--- config.mk ---
export PLATFORM = sky130hd
export DESIGN_NAME = ppaf_top
export DESIGN_NICKNAME = d
export VERILOG_FILES = /design/src/logic/ppaf_pkg.sv /design/src/logic/ppaf_match_if.sv /design/src/logic/ppaf_addr_match.sv /design/src/logic/ppaf_top.sv
export VERILOG_INCLUDE_DIRS = /design/src /design/src/logic
export SDC_FILE = /design/constraint.sdc
export NUM_CORES = 1
export LEC_CHECK = 0
export BUFFER_PORTS_ARGS = -buffer_cell sky130_fd_sc_hd__buf_2
export CORE_ASPECT_RATIO = 0.9
export CORE_MARGIN = 3
export CORE_UTILIZATION = 50
export CTS_CLUSTER_DIAMETER = 60
export DETAILED_ROUTE_END_ITERATION = 8
export PLACE_DENSITY = 0.91
export SLEW_MARGIN = 20
export SYNTH_ARGS = -nofsm -noshare
export SYNTH_HDL_FRONTEND = slang
export SYNTH_SLANG_ARGS = --single-unit
--- constraint.sdc ---
create_clock -name aclk -period 3.4 [get_ports aclk]
set_input_delay 0.51 -clock aclk [delete_from_list [all_inputs] [get_ports aclk]]
set_output_delay 0.51 -clock aclk [all_outputs]
set_load 0.005 [all_outputs]
--- src/logic/ppaf_defs.svh ---
`ifndef PPAF_DEFS_SVH
`define PPAF_DEFS_SVH

`define PPAF_AXI_ADDR_W      12
`define PPAF_NUM_CH          4
`define PPAF_NUM_ADDR        5

`define PPAF_OFF_AUX_HI      12'h18C
`define PPAF_OFF_AUX_LO      12'h190
`define PPAF_OFF_CFG         12'h194
`define PPAF_OFF_INT_STS     12'h198
`define PPAF_OFF_INT_MASK    12'h19C

`define PPAF_BIT_P2_ALT2     28
`define PPAF_BIT_P2_ALT3     27
`define PPAF_BIT_P2_AUX      26
`define PPAF_BIT_P2_LOCK_RX  25
`define PPAF_BIT_P2_LOCK_TX  24
`define PPAF_BIT_P1_MASTER   23
`define PPAF_BIT_P1_PRI      22
`define PPAF_BIT_P1_ALT1     21
`define PPAF_BIT_P1_ALT2     20
`define PPAF_BIT_P1_ALT3     19
`define PPAF_BIT_P1_AUX      18

`define PPAF_CFG_RST         32'h03400000
`define PPAF_CFG_MASK        32'h1FFC0000
`define PPAF_AUX_HI_RST      16'h0000
`define PPAF_AUX_LO_RST      32'h00000000
`define PPAF_INT_RST         4'h0

`define PPAF_EN_PRI          0
`define PPAF_EN_ALT1         1
`define PPAF_EN_ALT2         2
`define PPAF_EN_ALT3         3
`define PPAF_EN_AUX          4

`define PPAF_ADDR_PRI        48'h01005E000181
`define PPAF_ADDR_ALT1       48'h01005E000182
`define PPAF_ADDR_ALT2       48'h01005E000183
`define PPAF_ADDR_ALT3       48'h01005E000184

`define PPAF_MSG_SYNC        4'h0
`define PPAF_MSG_DELAY_REQ   4'h1

`define PPAF_CH_P1_RX        0
`define PPAF_CH_P1_TX        1
`define PPAF_CH_P2_RX        2
`define PPAF_CH_P2_TX        3

`define PPAF_RESP_OKAY       2'h0
`define PPAF_RESP_SLVERR     2'h2
`endif

--- src/logic/ppaf_pkg.sv ---
`include "ppaf_defs.svh"
package ppaf_pkg;
  typedef logic [`PPAF_NUM_ADDR-1:0] ppaf_addr_en_t;

  typedef struct packed {
    logic                         awready;
    logic                         wready;
    logic                         aw_have;
    logic                         w_have;
    logic [`PPAF_AXI_ADDR_W-1:0]  awaddr;
    logic [31:0]                  wdata;
    logic [3:0]                   wstrb;
    logic                         bvalid;
    logic [1:0]                   bresp;
    logic                         arready;
    logic                         rvalid;
    logic [31:0]                  rdata;
    logic [1:0]                   rresp;
    logic [31:0]                  cfg;
    logic [15:0]                  aux_hi;
    logic [31:0]                  aux_lo;
    logic [`PPAF_NUM_CH-1:0]      int_sts;
    logic [`PPAF_NUM_CH-1:0]      int_mask;
    logic                         irq;
    logic [`PPAF_NUM_CH-1:0]      capture;
    logic [`PPAF_NUM_CH-1:0]      ptp_seen;
  } ppaf_state_t;
endpackage

--- src/logic/ppaf_match_if.sv ---
`timescale 1ns/1ps
`default_nettype none
interface ppaf_match_if
  import ppaf_pkg::*;
  ();
  logic [47:0]    dest;
  ppaf_addr_en_t  enables;
  logic [47:0]    aux;
  logic           is_ptp;

  modport matcher (input dest, input enables, input aux, output is_ptp);
  modport requester (output dest, output enables, output aux, input is_ptp);
endinterface
`default_nettype wire

--- src/logic/ppaf_addr_match.sv ---
`timescale 1ns/1ps
`default_nettype none
`include "ppaf_defs.svh"
module ppaf_addr_match
  import ppaf_pkg::*;
  (
  ppaf_match_if.matcher m
  );

  // Pure compare; the caller registers whatever it derives from the result.
  always_comb
  begin
    m.is_ptp = (m.enables[`PPAF_EN_PRI]  && (m.dest == `PPAF_ADDR_PRI))
            || (m.enables[`PPAF_EN_ALT1] && (m.dest == `PPAF_ADDR_ALT1))
            || (m.enables[`PPAF_EN_ALT2] && (m.dest == `PPAF_ADDR_ALT2))
            || (m.enables[`PPAF_EN_ALT3] && (m.dest == `PPAF_ADDR_ALT3))
            || (m.enables[`PPAF_EN_AUX]  && (m.dest == m.aux));
  end
endmodule // ppaf_addr_match
`default_nettype wire

--- src/logic/ppaf_top.sv ---
`timescale 1ns/1ps
`default_nettype none
`include "ppaf_defs.svh"
module ppaf_top
  import ppaf_pkg::*;
  (
  input  wire logic                                 aclk,
  input  wire logic                                 aresetn,
  input  wire logic                                 s_axi_awvalid,
  output var  logic                                 s_axi_awready,
  input  wire logic [`PPAF_AXI_ADDR_W-1:0]          s_axi_awaddr,
  input  wire logic                                 s_axi_wvalid,
  output var  logic                                 s_axi_wready,
  input  wire logic [31:0]                          s_axi_wdata,
  input  wire logic [3:0]                           s_axi_wstrb,
  output var  logic                                 s_axi_bvalid,
  input  wire logic                                 s_axi_bready,
  output var  logic [1:0]                           s_axi_bresp,
  input  wire logic                                 s_axi_arvalid,
  output var  logic                                 s_axi_arready,
  input  wire logic [`PPAF_AXI_ADDR_W-1:0]          s_axi_araddr,
  output var  logic                                 s_axi_rvalid,
  input  wire logic                                 s_axi_rready,
  output var  logic [31:0]                          s_axi_rdata,
  output var  logic [1:0]                           s_axi_rresp,
  input  wire logic [`PPAF_NUM_CH-1:0]              frame_valid,
  input  wire logic [`PPAF_NUM_CH-1:0][47:0]        frame_dest,
  input  wire logic [`PPAF_NUM_CH-1:0][3:0]         frame_msg_type,
  output var  logic [`PPAF_NUM_CH-1:0]              capture_strobe,
  output var  logic [`PPAF_NUM_CH-1:0]              ptp_frame,
  output var  logic                                 irq
  );

  ppaf_state_t                  s_r;
  ppaf_state_t                  s_nxt;
  logic [`PPAF_NUM_CH-1:0]      is_ptp;
  logic [`PPAF_NUM_CH-1:0]      cap_hit;
  logic [47:0]                  aux_addr;

  function automatic logic reg_hit(input logic [`PPAF_AXI_ADDR_W-1:0] addr,
                                   input logic [`PPAF_AXI_ADDR_W-1:0] off);
    reg_hit = (addr[`PPAF_AXI_ADDR_W-1:2] == off[`PPAF_AXI_ADDR_W-1:2]);
  endfunction

  function automatic logic [31:0] strb_mask(input logic [3:0] strb);
    strb_mask = {{8{strb[3]}}, {8{strb[2]}}, {8{strb[1]}}, {8{strb[0]}}};
  endfunction

  // Per-channel address enables; port 2 primary and alternate one are not part of this block.
  function automatic ppaf_addr_en_t chan_enables(input int ch, input logic [31:0] cfg);
    if (ch < `PPAF_CH_P2_RX)
      chan_enables = {cfg[`PPAF_BIT_P1_AUX], cfg[`PPAF_BIT_P1_ALT3], cfg[`PPAF_BIT_P1_ALT2],
                      cfg[`PPAF_BIT_P1_ALT1], cfg[`PPAF_BIT_P1_PRI]};
    else
      chan_enables = {cfg[`PPAF_BIT_P2_AUX], cfg[`PPAF_BIT_P2_ALT3], cfg[`PPAF_BIT_P2_ALT2], 1'b0, 1'b0};
  endfunction

  // Which event message a channel timestamps: by role for port 1; port 2 channels take both Sync and Delay_Req.
  function automatic logic wants_capture(input int ch, input logic [3:0] msg, input logic master);
    logic is_sync;
    logic is_dreq;
    is_sync = (msg == `PPAF_MSG_SYNC);
    is_dreq = (msg == `PPAF_MSG_DELAY_REQ);
    if (ch == `PPAF_CH_P1_RX)
      wants_capture = master ? is_dreq : is_sync;
    else if (ch == `PPAF_CH_P1_TX)
      wants_capture = master ? is_sync : is_dreq;
    else
      wants_capture = is_sync || is_dreq;
  endfunction

  assign aux_addr = {s_r.aux_hi, s_r.aux_lo};

  for (genvar g = 0; g < `PPAF_NUM_CH; g++)
  begin : g_chan
    ppaf_match_if mif ();
    logic         wanted;
    logic         locked;

    assign mif.dest    = frame_dest[g];
    assign mif.enables = chan_enables(g, s_r.cfg);
    assign mif.aux     = aux_addr;
    assign is_ptp[g]   = mif.is_ptp;

    ppaf_addr_match u_match (
      .m (mif.matcher)
    );

    assign wanted = wants_capture(g, frame_msg_type[g], s_r.cfg[`PPAF_BIT_P1_MASTER]);

    // Only port 2 has locks here; a pending flag then guards the stored stamp from a second capture.
    if (g == `PPAF_CH_P2_RX)
    begin : g_lock_rx
      assign locked = s_r.cfg[`PPAF_BIT_P2_LOCK_RX] && s_r.int_sts[g];
    end
    else if (g == `PPAF_CH_P2_TX)
    begin : g_lock_tx
      assign locked = s_r.cfg[`PPAF_BIT_P2_LOCK_TX] && s_r.int_sts[g];
    end
    else
    begin : g_nolock
      assign locked = 1'b0;
    end

    assign cap_hit[g] = frame_valid[g] && is_ptp[g] && wanted && !locked;
  end

  always_comb
  begin
    logic [31:0] merged;
    logic [31:0] clr;
    merged = 32'h00000000;
    clr    = 32'h00000000;
    s_nxt  = s_r;

    s_nxt.capture  = cap_hit;
    s_nxt.ptp_seen = frame_valid & is_ptp;

    if (s_axi_awvalid && s_r.awready)
    begin
      s_nxt.awaddr  = s_axi_awaddr;
      s_nxt.aw_have = 1'b1;
      s_nxt.awready = 1'b0;
    end
    if (s_axi_wvalid && s_r.wready)
    begin
      s_nxt.wdata  = s_axi_wdata;
      s_nxt.wstrb  = s_axi_wstrb;
      s_nxt.w_have = 1'b1;
      s_nxt.wready = 1'b0;
    end

    if (s_r.aw_have && s_r.w_have && !s_r.bvalid)
    begin
      s_nxt.bresp = `PPAF_RESP_OKAY;
      if (reg_hit(s_r.awaddr, `PPAF_OFF_CFG))
      begin
        merged    = (s_r.cfg & ~strb_mask(s_r.wstrb)) | (s_r.wdata & strb_mask(s_r.wstrb));
        s_nxt.cfg = merged & `PPAF_CFG_MASK;
      end
      else if (reg_hit(s_r.awaddr, `PPAF_OFF_AUX_HI))
      begin
        merged       = ({16'h0000, s_r.aux_hi} & ~strb_mask(s_r.wstrb)) | (s_r.wdata & strb_mask(s_r.wstrb));
        s_nxt.aux_hi = merged[15:0];
      end
      else if (reg_hit(s_r.awaddr, `PPAF_OFF_AUX_LO))
      begin
        merged       = (s_r.aux_lo & ~strb_mask(s_r.wstrb)) | (s_r.wdata & strb_mask(s_r.wstrb));
        s_nxt.aux_lo = merged;
      end
      else if (reg_hit(s_r.awaddr, `PPAF_OFF_INT_STS))
      begin
        clr           = s_r.wdata & strb_mask(s_r.wstrb);
        s_nxt.int_sts = s_r.int_sts & ~clr[`PPAF_NUM_CH-1:0];
      end
      else if (reg_hit(s_r.awaddr, `PPAF_OFF_INT_MASK))
      begin
        merged         = ({28'h0000000, s_r.int_mask} & ~strb_mask(s_r.wstrb))
                       | (s_r.wdata & strb_mask(s_r.wstrb));
        s_nxt.int_mask = merged[`PPAF_NUM_CH-1:0];
      end
      else
      begin
        s_nxt.bresp = `PPAF_RESP_SLVERR;
      end
      s_nxt.bvalid  = 1'b1;
      s_nxt.aw_have = 1'b0;
      s_nxt.w_have  = 1'b0;
    end

    if (s_r.bvalid && s_axi_bready)
    begin
      s_nxt.bvalid  = 1'b0;
      s_nxt.awready = 1'b1;
      s_nxt.wready  = 1'b1;
    end

    // A capture in the same cycle as a write-one-to-clear keeps its flag set.
    s_nxt.int_sts = s_nxt.int_sts | cap_hit;

    if (s_axi_arvalid && s_r.arready)
    begin
      s_nxt.arready = 1'b0;
      s_nxt.rvalid  = 1'b1;
      s_nxt.rresp   = `PPAF_RESP_OKAY;
      if (reg_hit(s_axi_araddr, `PPAF_OFF_CFG))
        s_nxt.rdata = s_r.cfg;
      else if (reg_hit(s_axi_araddr, `PPAF_OFF_AUX_HI))
        s_nxt.rdata = {16'h0000, s_r.aux_hi};
      else if (reg_hit(s_axi_araddr, `PPAF_OFF_AUX_LO))
        s_nxt.rdata = s_r.aux_lo;
      else if (reg_hit(s_axi_araddr, `PPAF_OFF_INT_STS))
        s_nxt.rdata = {28'h0000000, s_r.int_sts};
      else if (reg_hit(s_axi_araddr, `PPAF_OFF_INT_MASK))
        s_nxt.rdata = {28'h0000000, s_r.int_mask};
      else
      begin
        s_nxt.rdata = 32'h00000000;
        s_nxt.rresp = `PPAF_RESP_SLVERR;
      end
    end
    if (s_r.rvalid && s_axi_rready)
    begin
      s_nxt.rvalid  = 1'b0;
      s_nxt.arready = 1'b1;
    end

    s_nxt.irq = |(s_nxt.int_sts & s_nxt.int_mask);
  end

  always_ff @(posedge aclk)
  begin
    if (!aresetn)
    begin
      s_r          <= '0;
      s_r.awready  <= 1'b1;
      s_r.wready   <= 1'b1;
      s_r.arready  <= 1'b1;
      s_r.cfg      <= `PPAF_CFG_RST;
      s_r.aux_hi   <= `PPAF_AUX_HI_RST;
      s_r.aux_lo   <= `PPAF_AUX_LO_RST;
      s_r.int_sts  <= `PPAF_INT_RST;
      s_r.int_mask <= `PPAF_INT_RST;
    end
    else
    begin
      s_r <= s_nxt;
    end
  end

  assign s_axi_awready  = s_r.awready;
  assign s_axi_wready   = s_r.wready;
  assign s_axi_bvalid   = s_r.bvalid;
  assign s_axi_bresp    = s_r.bresp;
  assign s_axi_arready  = s_r.arready;
  assign s_axi_rvalid   = s_r.rvalid;
  assign s_axi_rdata    = s_r.rdata;
  assign s_axi_rresp    = s_r.rresp;
  assign capture_strobe = s_r.capture;
  assign ptp_frame      = s_r.ptp_seen;
  assign irq            = s_r.irq;
endmodule // ppaf_top
`default_nettype wire

Yosys cells after proc, flatten, opt, wreduce, memory -nomap -nowiden

Index checks and enable logic that the tools add are counted.

Register bits: 167
Output and inout bits: 50

Reduce and logical (&&, ||, !) cells: 63
Bitwise gates (word level): 18
Mux-type cells: 24
Equal/unequal tests: 30

Operators with widths:

| operator               | number |
|---|---|
| $eq A48 B41 Y1 const B | 12 |
| $eq A48 B48 Y1         | 4 |
| $eq A10 B7 Y1 const B  | 10 |
| $mux W32               | 3 |
| $and A32 B32 Y32       | 2 |
| $logic_and A1 B1 Y1    | 35 |
| $mux W8                | 4 |
| $not A32 Y32           | 1 |
| $or A32 B32 Y32        | 1 |
| $and A29 B29 Y29       | 1 |
| $or A29 B29 Y29        | 1 |
| $mux W2                | 10 |
| $mux W4                | 5 |
| $and A16 B16 Y16       | 1 |
| $and A4 B4 Y4          | 4 |
| $eq A4 B1 Y1 const B   | 4 |
| $logic_not A4 Y1       | 4 |
| $or A16 B16 Y16        | 1 |
| $logic_or A1 B1 Y1     | 14 |
| $or A4 B4 Y4           | 2 |
| $reduce_or A2 Y1       | 3 |
| $not A4 Y4             | 1 |
| $reduce_and A4 Y1      | 1 |
| $reduce_or A4 Y1       | 1 |
| other kinds (5)        | 10 |

Longest topological paths before layout

Depth in word-level cells: 12
Gate-level depth with buffers: 8
Depth with buffers taken out: 7

Hierarchy

From an unflattened synthesis, not the netlist that was laid out.

Cells, all modules: 1129
Area, all modules: 9237.6 um^2

By module, submodules not included:

| module          | times used | seq. area each (um^2) | area each (um^2) | cells an instance |
|---|---|---|---|---|
| ppaf_top        | 1          | 3263.1                | 6434.9           | 753 |
| ppaf_addr_match | 4          | 0.0                   | 700.7            | 94 |

Worst setup path after synthesis

OpenSTA, ideal clock, no wires.

Path type: input to register
From: input s_axi_araddr[5]
To: register s_r (netlist bit s_axi_rdata[10])
Cell stages on the path: 8
Data arrival time: 2.277 ns
Path buffers: 2
Path slack: 1.047 ns
Cell sequence: nor4b_2 > nand3_1 > or3_1 > clkbuf_1 > nor3_2 > buf_4 > a22oi_1 > a21boi_0

Word-level cells in the longest chain between the ends: 4
Elaborated cells between the ends (all ways): 6

Ends and longest elaborated chain:

| item                 | RTL line        | source |
|---|---|---|
| start, declared      | ppaf_top.sv:21  | `` input wire logic [`PPAF_AXI_ADDR_W-1:0] s_axi_araddr, `` |
| $eq A10 B7 Y1        | ppaf_top.sv:42  | `` reg_hit = (addr[`PPAF_AXI_ADDR_W-1:2] == off[`PPAF_AXI_ADDR_W-1:2]); `` |
| $mux W32             | ppaf_top.sv:190 | `` else if (reg_hit(s_axi_araddr, `PPAF_OFF_AUX_LO)) `` |
| $mux W32             | ppaf_top.sv:188 | `` else if (reg_hit(s_axi_araddr, `PPAF_OFF_AUX_HI)) `` |
| $mux W32 (*)         | ppaf_top.sv:186 | `` if (reg_hit(s_axi_araddr, `PPAF_OFF_CFG)) `` |
| end signal, assigned | ppaf_top.sv:227 | `s_r <= s_nxt;` |
| end, declared        | ppaf_top.sv:34  | `ppaf_state_t s_r;` |

Mark *: on every way between the ends. The rest lies on a longest branch, timed or not.
A chain may end at the register's enable or synchronous reset.

==> results by group <==
Outcome
  – Outcome: completed

Critical path
  – CP dominant cell by count: sky130_fd_sc_hd__nand4_1
  – Slowest cell on crit path: sky130_fd_sc_hd__dfxtp_1
  – Arrival time reported for the critical path endpoint: 3.29 ns
  – Reg2Reg Setup Slack: 0.48 ns
  – Endpoint of the worst register-to-register path: s_r[14]
  – Worst Reg-to-Reg Cells: 8
  – Cells along the critical path: xnor2_1 -> nand4_1 -> nor4_1 -> nand4_1 -> o41ai_1 -> buf_4 -> and3_1 -> or2_2
  – Maximum single-stage delay on the critical path: 0.75 ns
  – Type of destination of the critical path: flop
  – Largest fanout on the critical path: 6
  – Required time at the worst-slack endpoint: 3.78 ns
  – Kind of start point of the critical path: flop
  – Critical Setup Path Class: reg -> reg

Clocking
  – Cell chosen for the clock root: sky130_fd_sc_hd__clkbuf_16
  – Cts bufs inserted: 17
  – H-tree depth: 4
  – Clock latency on the worst-skew pair: 0.43 ns
  – Clk buf depth: 2
  – Setup Buffers After CTS: 0
  – Number of cells upsized or downsized after cts: 0
  – Hold-fix buffer count after cts: 0
  – Clock transition time at the flip-flop clock pins of the worst setup and hold paths: 0.07 ns
  – Clock tree from TritonCTS: done
  – CTS sink cnt: 163

Min path
  – End of the worst hold path: s_axi_wready
  – Count of cells along the worst hold path: 2
  – Worst hold path type: in -> reg
  – Hold Path Origin: s_axi_wvalid

Logic synthesis
  – Cell area after technology mapping: 9660 um2
  – Library cell with the highest instance count after synthesis: sky130_fd_sc_hd__nand2_1
  – Leading area contributor after synthesis: sky130_fd_sc_hd__dfxtp_1
  – Top flip-flop cell by instance count after synthesis: sky130_fd_sc_hd__dfxtp_1
  – Number of different library cells in the post-synthesis netlist: 52
  – Async S/R FF share, synth: 0%
  – Proportion of synthesized chip area in sequential cells: 33.8%
  – Synth area leaders: sky130_fd_sc_hd__dfxtp_1 (34%), sky130_fd_sc_hd__xnor2_1 (10%), sky130_fd_sc_hd__a21boi_0 (7.8%)
  – Post-Synthesis Cells: 1162
  – Syn. warnings: 0
  – Average cell area after synthesis: 8.31 um2
  – Area share of the largest cell type after synthesis: 33.8%
  – FF+latch count, synth: 163
  – Number of enable-type register cells in the synthesized netlist: 0
  – Leading cell types by count after synthesis: sky130_fd_sc_hd__nand2_1 (200), sky130_fd_sc_hd__dfxtp_1 (163), sky130_fd_sc_hd__xnor2_1 (110), sky130_fd_sc_hd__a21boi_0 (100), sky130_fd_sc_hd__clkbuf_1 (84)

Timing
  – Total count of hold-check failures in the final report: 0
  – Max-slew violation total from the final report: 0
  – Max-slew headroom: 42.0%
  – Final total negative setup slack: 0 ns
  – Setup Viol. Count Final: 0
  – Unrepaired setup endpoints after global routing: no
  – Fraction of the cycle the final worst path needs: 85.8%
  – Slew @ Worst Pin: 0.870 ns
  – Post-layout minimum cycle time: 2.92 ns
  – Final Skew: 0.0160 ns
  – Max Clk Rate: 343 MHz

Power and ir drop
  – Max rail drop VDD: 374 uV
  – Leak: 4.99 nW
  – Total Power Consumption: 4.69 mW
  – Areal power density over the cells: 400 nW/um2

Placement
  – Detailed placement HPWL: 31700 um
  – Buffers added on ports: 320
  – Gp weighted congestion: 0.977

Global route
  – Maximum number of pins on one net before global-route repair: 105
  – Total grt overflow: 0
  – Number of global-route vias before repair: 9813
  – Total routing resource utilization after global routing: 37.7%
  – Global-route wire length before repair: 59400 um
  – Number of antenna violations at the first check in global routing: 3

Detailed routing
  – Violation count after the first detailed-routing iteration: 1165
  – Average via count per standard cell: 6.14
  – Drc violations: 0
  – Router iterations before antenna repair: 5
  – DRT antenna net count: 0
  – Average detailed-routed wire length per instance: 24.9 um
  – Detailed-route wire length: 41100 um
  – Count of vias placed by the detailed router: 10200

Layout
  – Multi-input logic area: 5680 um2
  – Number of nets at the end of the flow: 1673
  – Area overhead of the layout relative to synthesis: 21.5%
  – Count of filler cells inserted in the layout: 1599
  – Area taken by flip-flops and latches: 3260 um2
  – Share of layout cells above drive strength 1: 27.2%

Floorplanning
  – Die X: 152 um
  – Initial Utilization: 51.8%
  – CORE AREA: 18600 um2
  – Top Ports: 329
  – Vert. Die Dim: 138 um
  – Die area: 21000 um2
  – FP Rows: 47

Job
  – Max-capacitance violation count: 0
==> final cells by class <==
| class | instances | area share, % |
|---|---|---|
| multi-input cells | 855 | 48.4 |
| flip-flops and latches | 163 | 27.8 |
| repair buffers | 345 | 15.3 |
| clock buffers | 18 | 3.74 |
| well taps | 245 | 2.61 |
| clock inverters | 14 | 1.74 |
| inverters | 12 | 0.384 |
| diodes | 1 | 0.0213 |
==> worst max-delay path: cells and delay by family, from the launching register on <==
kind	cells	cell delay, ns
flip-flops	1	0.75
AND/OR/NAND/NOR	5	0.93
XOR/XNOR	1	0.19
AO/OA/AOI/OAI	1	0.75
buffers and inverters	1	0.24
==> kinds of logic (layout without fill, tap and decap cells) <==
| family | Yosys count | in the layout | synth area share, % |
|---|---|---|---|
| other cells | 1 | 3 | 0.0388 |
| flops | 163 | 163 | 33.8 |
| buf+inv | 145 | 389 | 7.40 |
| compound gates | 172 | 172 | 13.2 |
| mux | 36 | 36 | 3.73 |
| xor+xnor | 189 | 189 | 17.1 |
| simple gates | 456 | 456 | 24.7 |
==> per-layer routing <==
metal / vias to the layer above / routed length, um / part of all wire [%] / track usage (%)
li1: 4432 / - / - / -
met1: 4804 / 15600 / 38 / 48.5
met2: 759 / 18000 / 44 / 59.5
met3: 151 / 5250 / 13 / 9.39
met4: 4 / 2190 / 5.3 / 18.5
met5: - / 27 / 0.066 / 0
==> cell usage in the layout, fill, tap and decap left out, types with 4 or more instances in the layout <==
cell	n
sky130_fd_sc_hd__o21ai_0	14
sky130_fd_sc_hd__nor2_1	28
sky130_fd_sc_hd__nor3b_1	13
sky130_fd_sc_hd__nand4_1	47
sky130_fd_sc_hd__nor2b_1	35
sky130_fd_sc_hd__a221oi_1	12
sky130_fd_sc_hd__buf_4	26
sky130_fd_sc_hd__a22oi_1	17
sky130_fd_sc_hd__nor3_1	12
sky130_fd_sc_hd__mux2i_1	36
sky130_fd_sc_hd__xnor2_1	110
sky130_fd_sc_hd__nand2_1	200
sky130_fd_sc_hd__inv_1	12
sky130_fd_sc_hd__o2111ai_1	4
sky130_fd_sc_hd__and3_1	6
sky130_fd_sc_hd__nor4bb_1	4
sky130_fd_sc_hd__or4_1	7
sky130_fd_sc_hd__a21oi_1	5
sky130_fd_sc_hd__nor4_1	42
sky130_fd_sc_hd__dfxtp_1	163
sky130_fd_sc_hd__inv_6	6
sky130_fd_sc_hd__xor2_1	79
sky130_fd_sc_hd__and2_1	13
sky130_fd_sc_hd__buf_2	319
sky130_fd_sc_hd__inv_8	4
sky130_fd_sc_hd__a2111oi_0	4
sky130_fd_sc_hd__clkbuf_16	17
sky130_fd_sc_hd__nand2b_1	5
sky130_fd_sc_hd__a21boi_0	100
sky130_fd_sc_hd__a31oi_1	4
sky130_fd_sc_hd__nand3_1	11
sky130_fd_sc_hd__nor4b_1	16
==> worst max path at each step <==
| stage | to | slack [ns] | depth (start not counted) |
|---|---|---|---|
| 2_1_floorplan | s_axi_rdata[10] | 1.05 | 8 |
| 3_3_place_gp | s_r[16] | 0.59 | 7 |
| 3_5_place_dp | s_r[14] | 0.64 | 9 |
| 4_1_cts | s_r[14] | 0.62 | 8 |
| 5_1_grt | s_r[14] | 0.47 | 8 |
| 6_report | s_r[14] | 0.48 | 8 |
==> metrics by stage <==
step | area, um2 | worst slack, ns | hold WS (ns) | utilization, % | cells
finish | 11700 | 0.484 | 0.277 | 62.9 | 1653
global route | 11700 | 0.472 | 0.303 | 62.9 | 1653
CTS | 11700 | 0.622 | 0.277 | 62.9 | 1652
detailed placement | 11100 | 0.645 | 0.457 | 59.5 | 1620
global placement | 11100 | 0.587 | 0.452 | 59.5 | 1620
floorplan | 9660 | 1.05 | 0.441 | - | 1163
==> report_power, final <==
| part | switching [mW] | internal, mW | total [mW] |
|---|---|---|---|
| Clock | 0.886 | 1.22 | 2.10 |
| Combinational | 0.313 | 0.268 | 0.581 |
| Sequential | 0.0470 | 1.96 | 2.00 |
(Power assumes the default switching activity.)
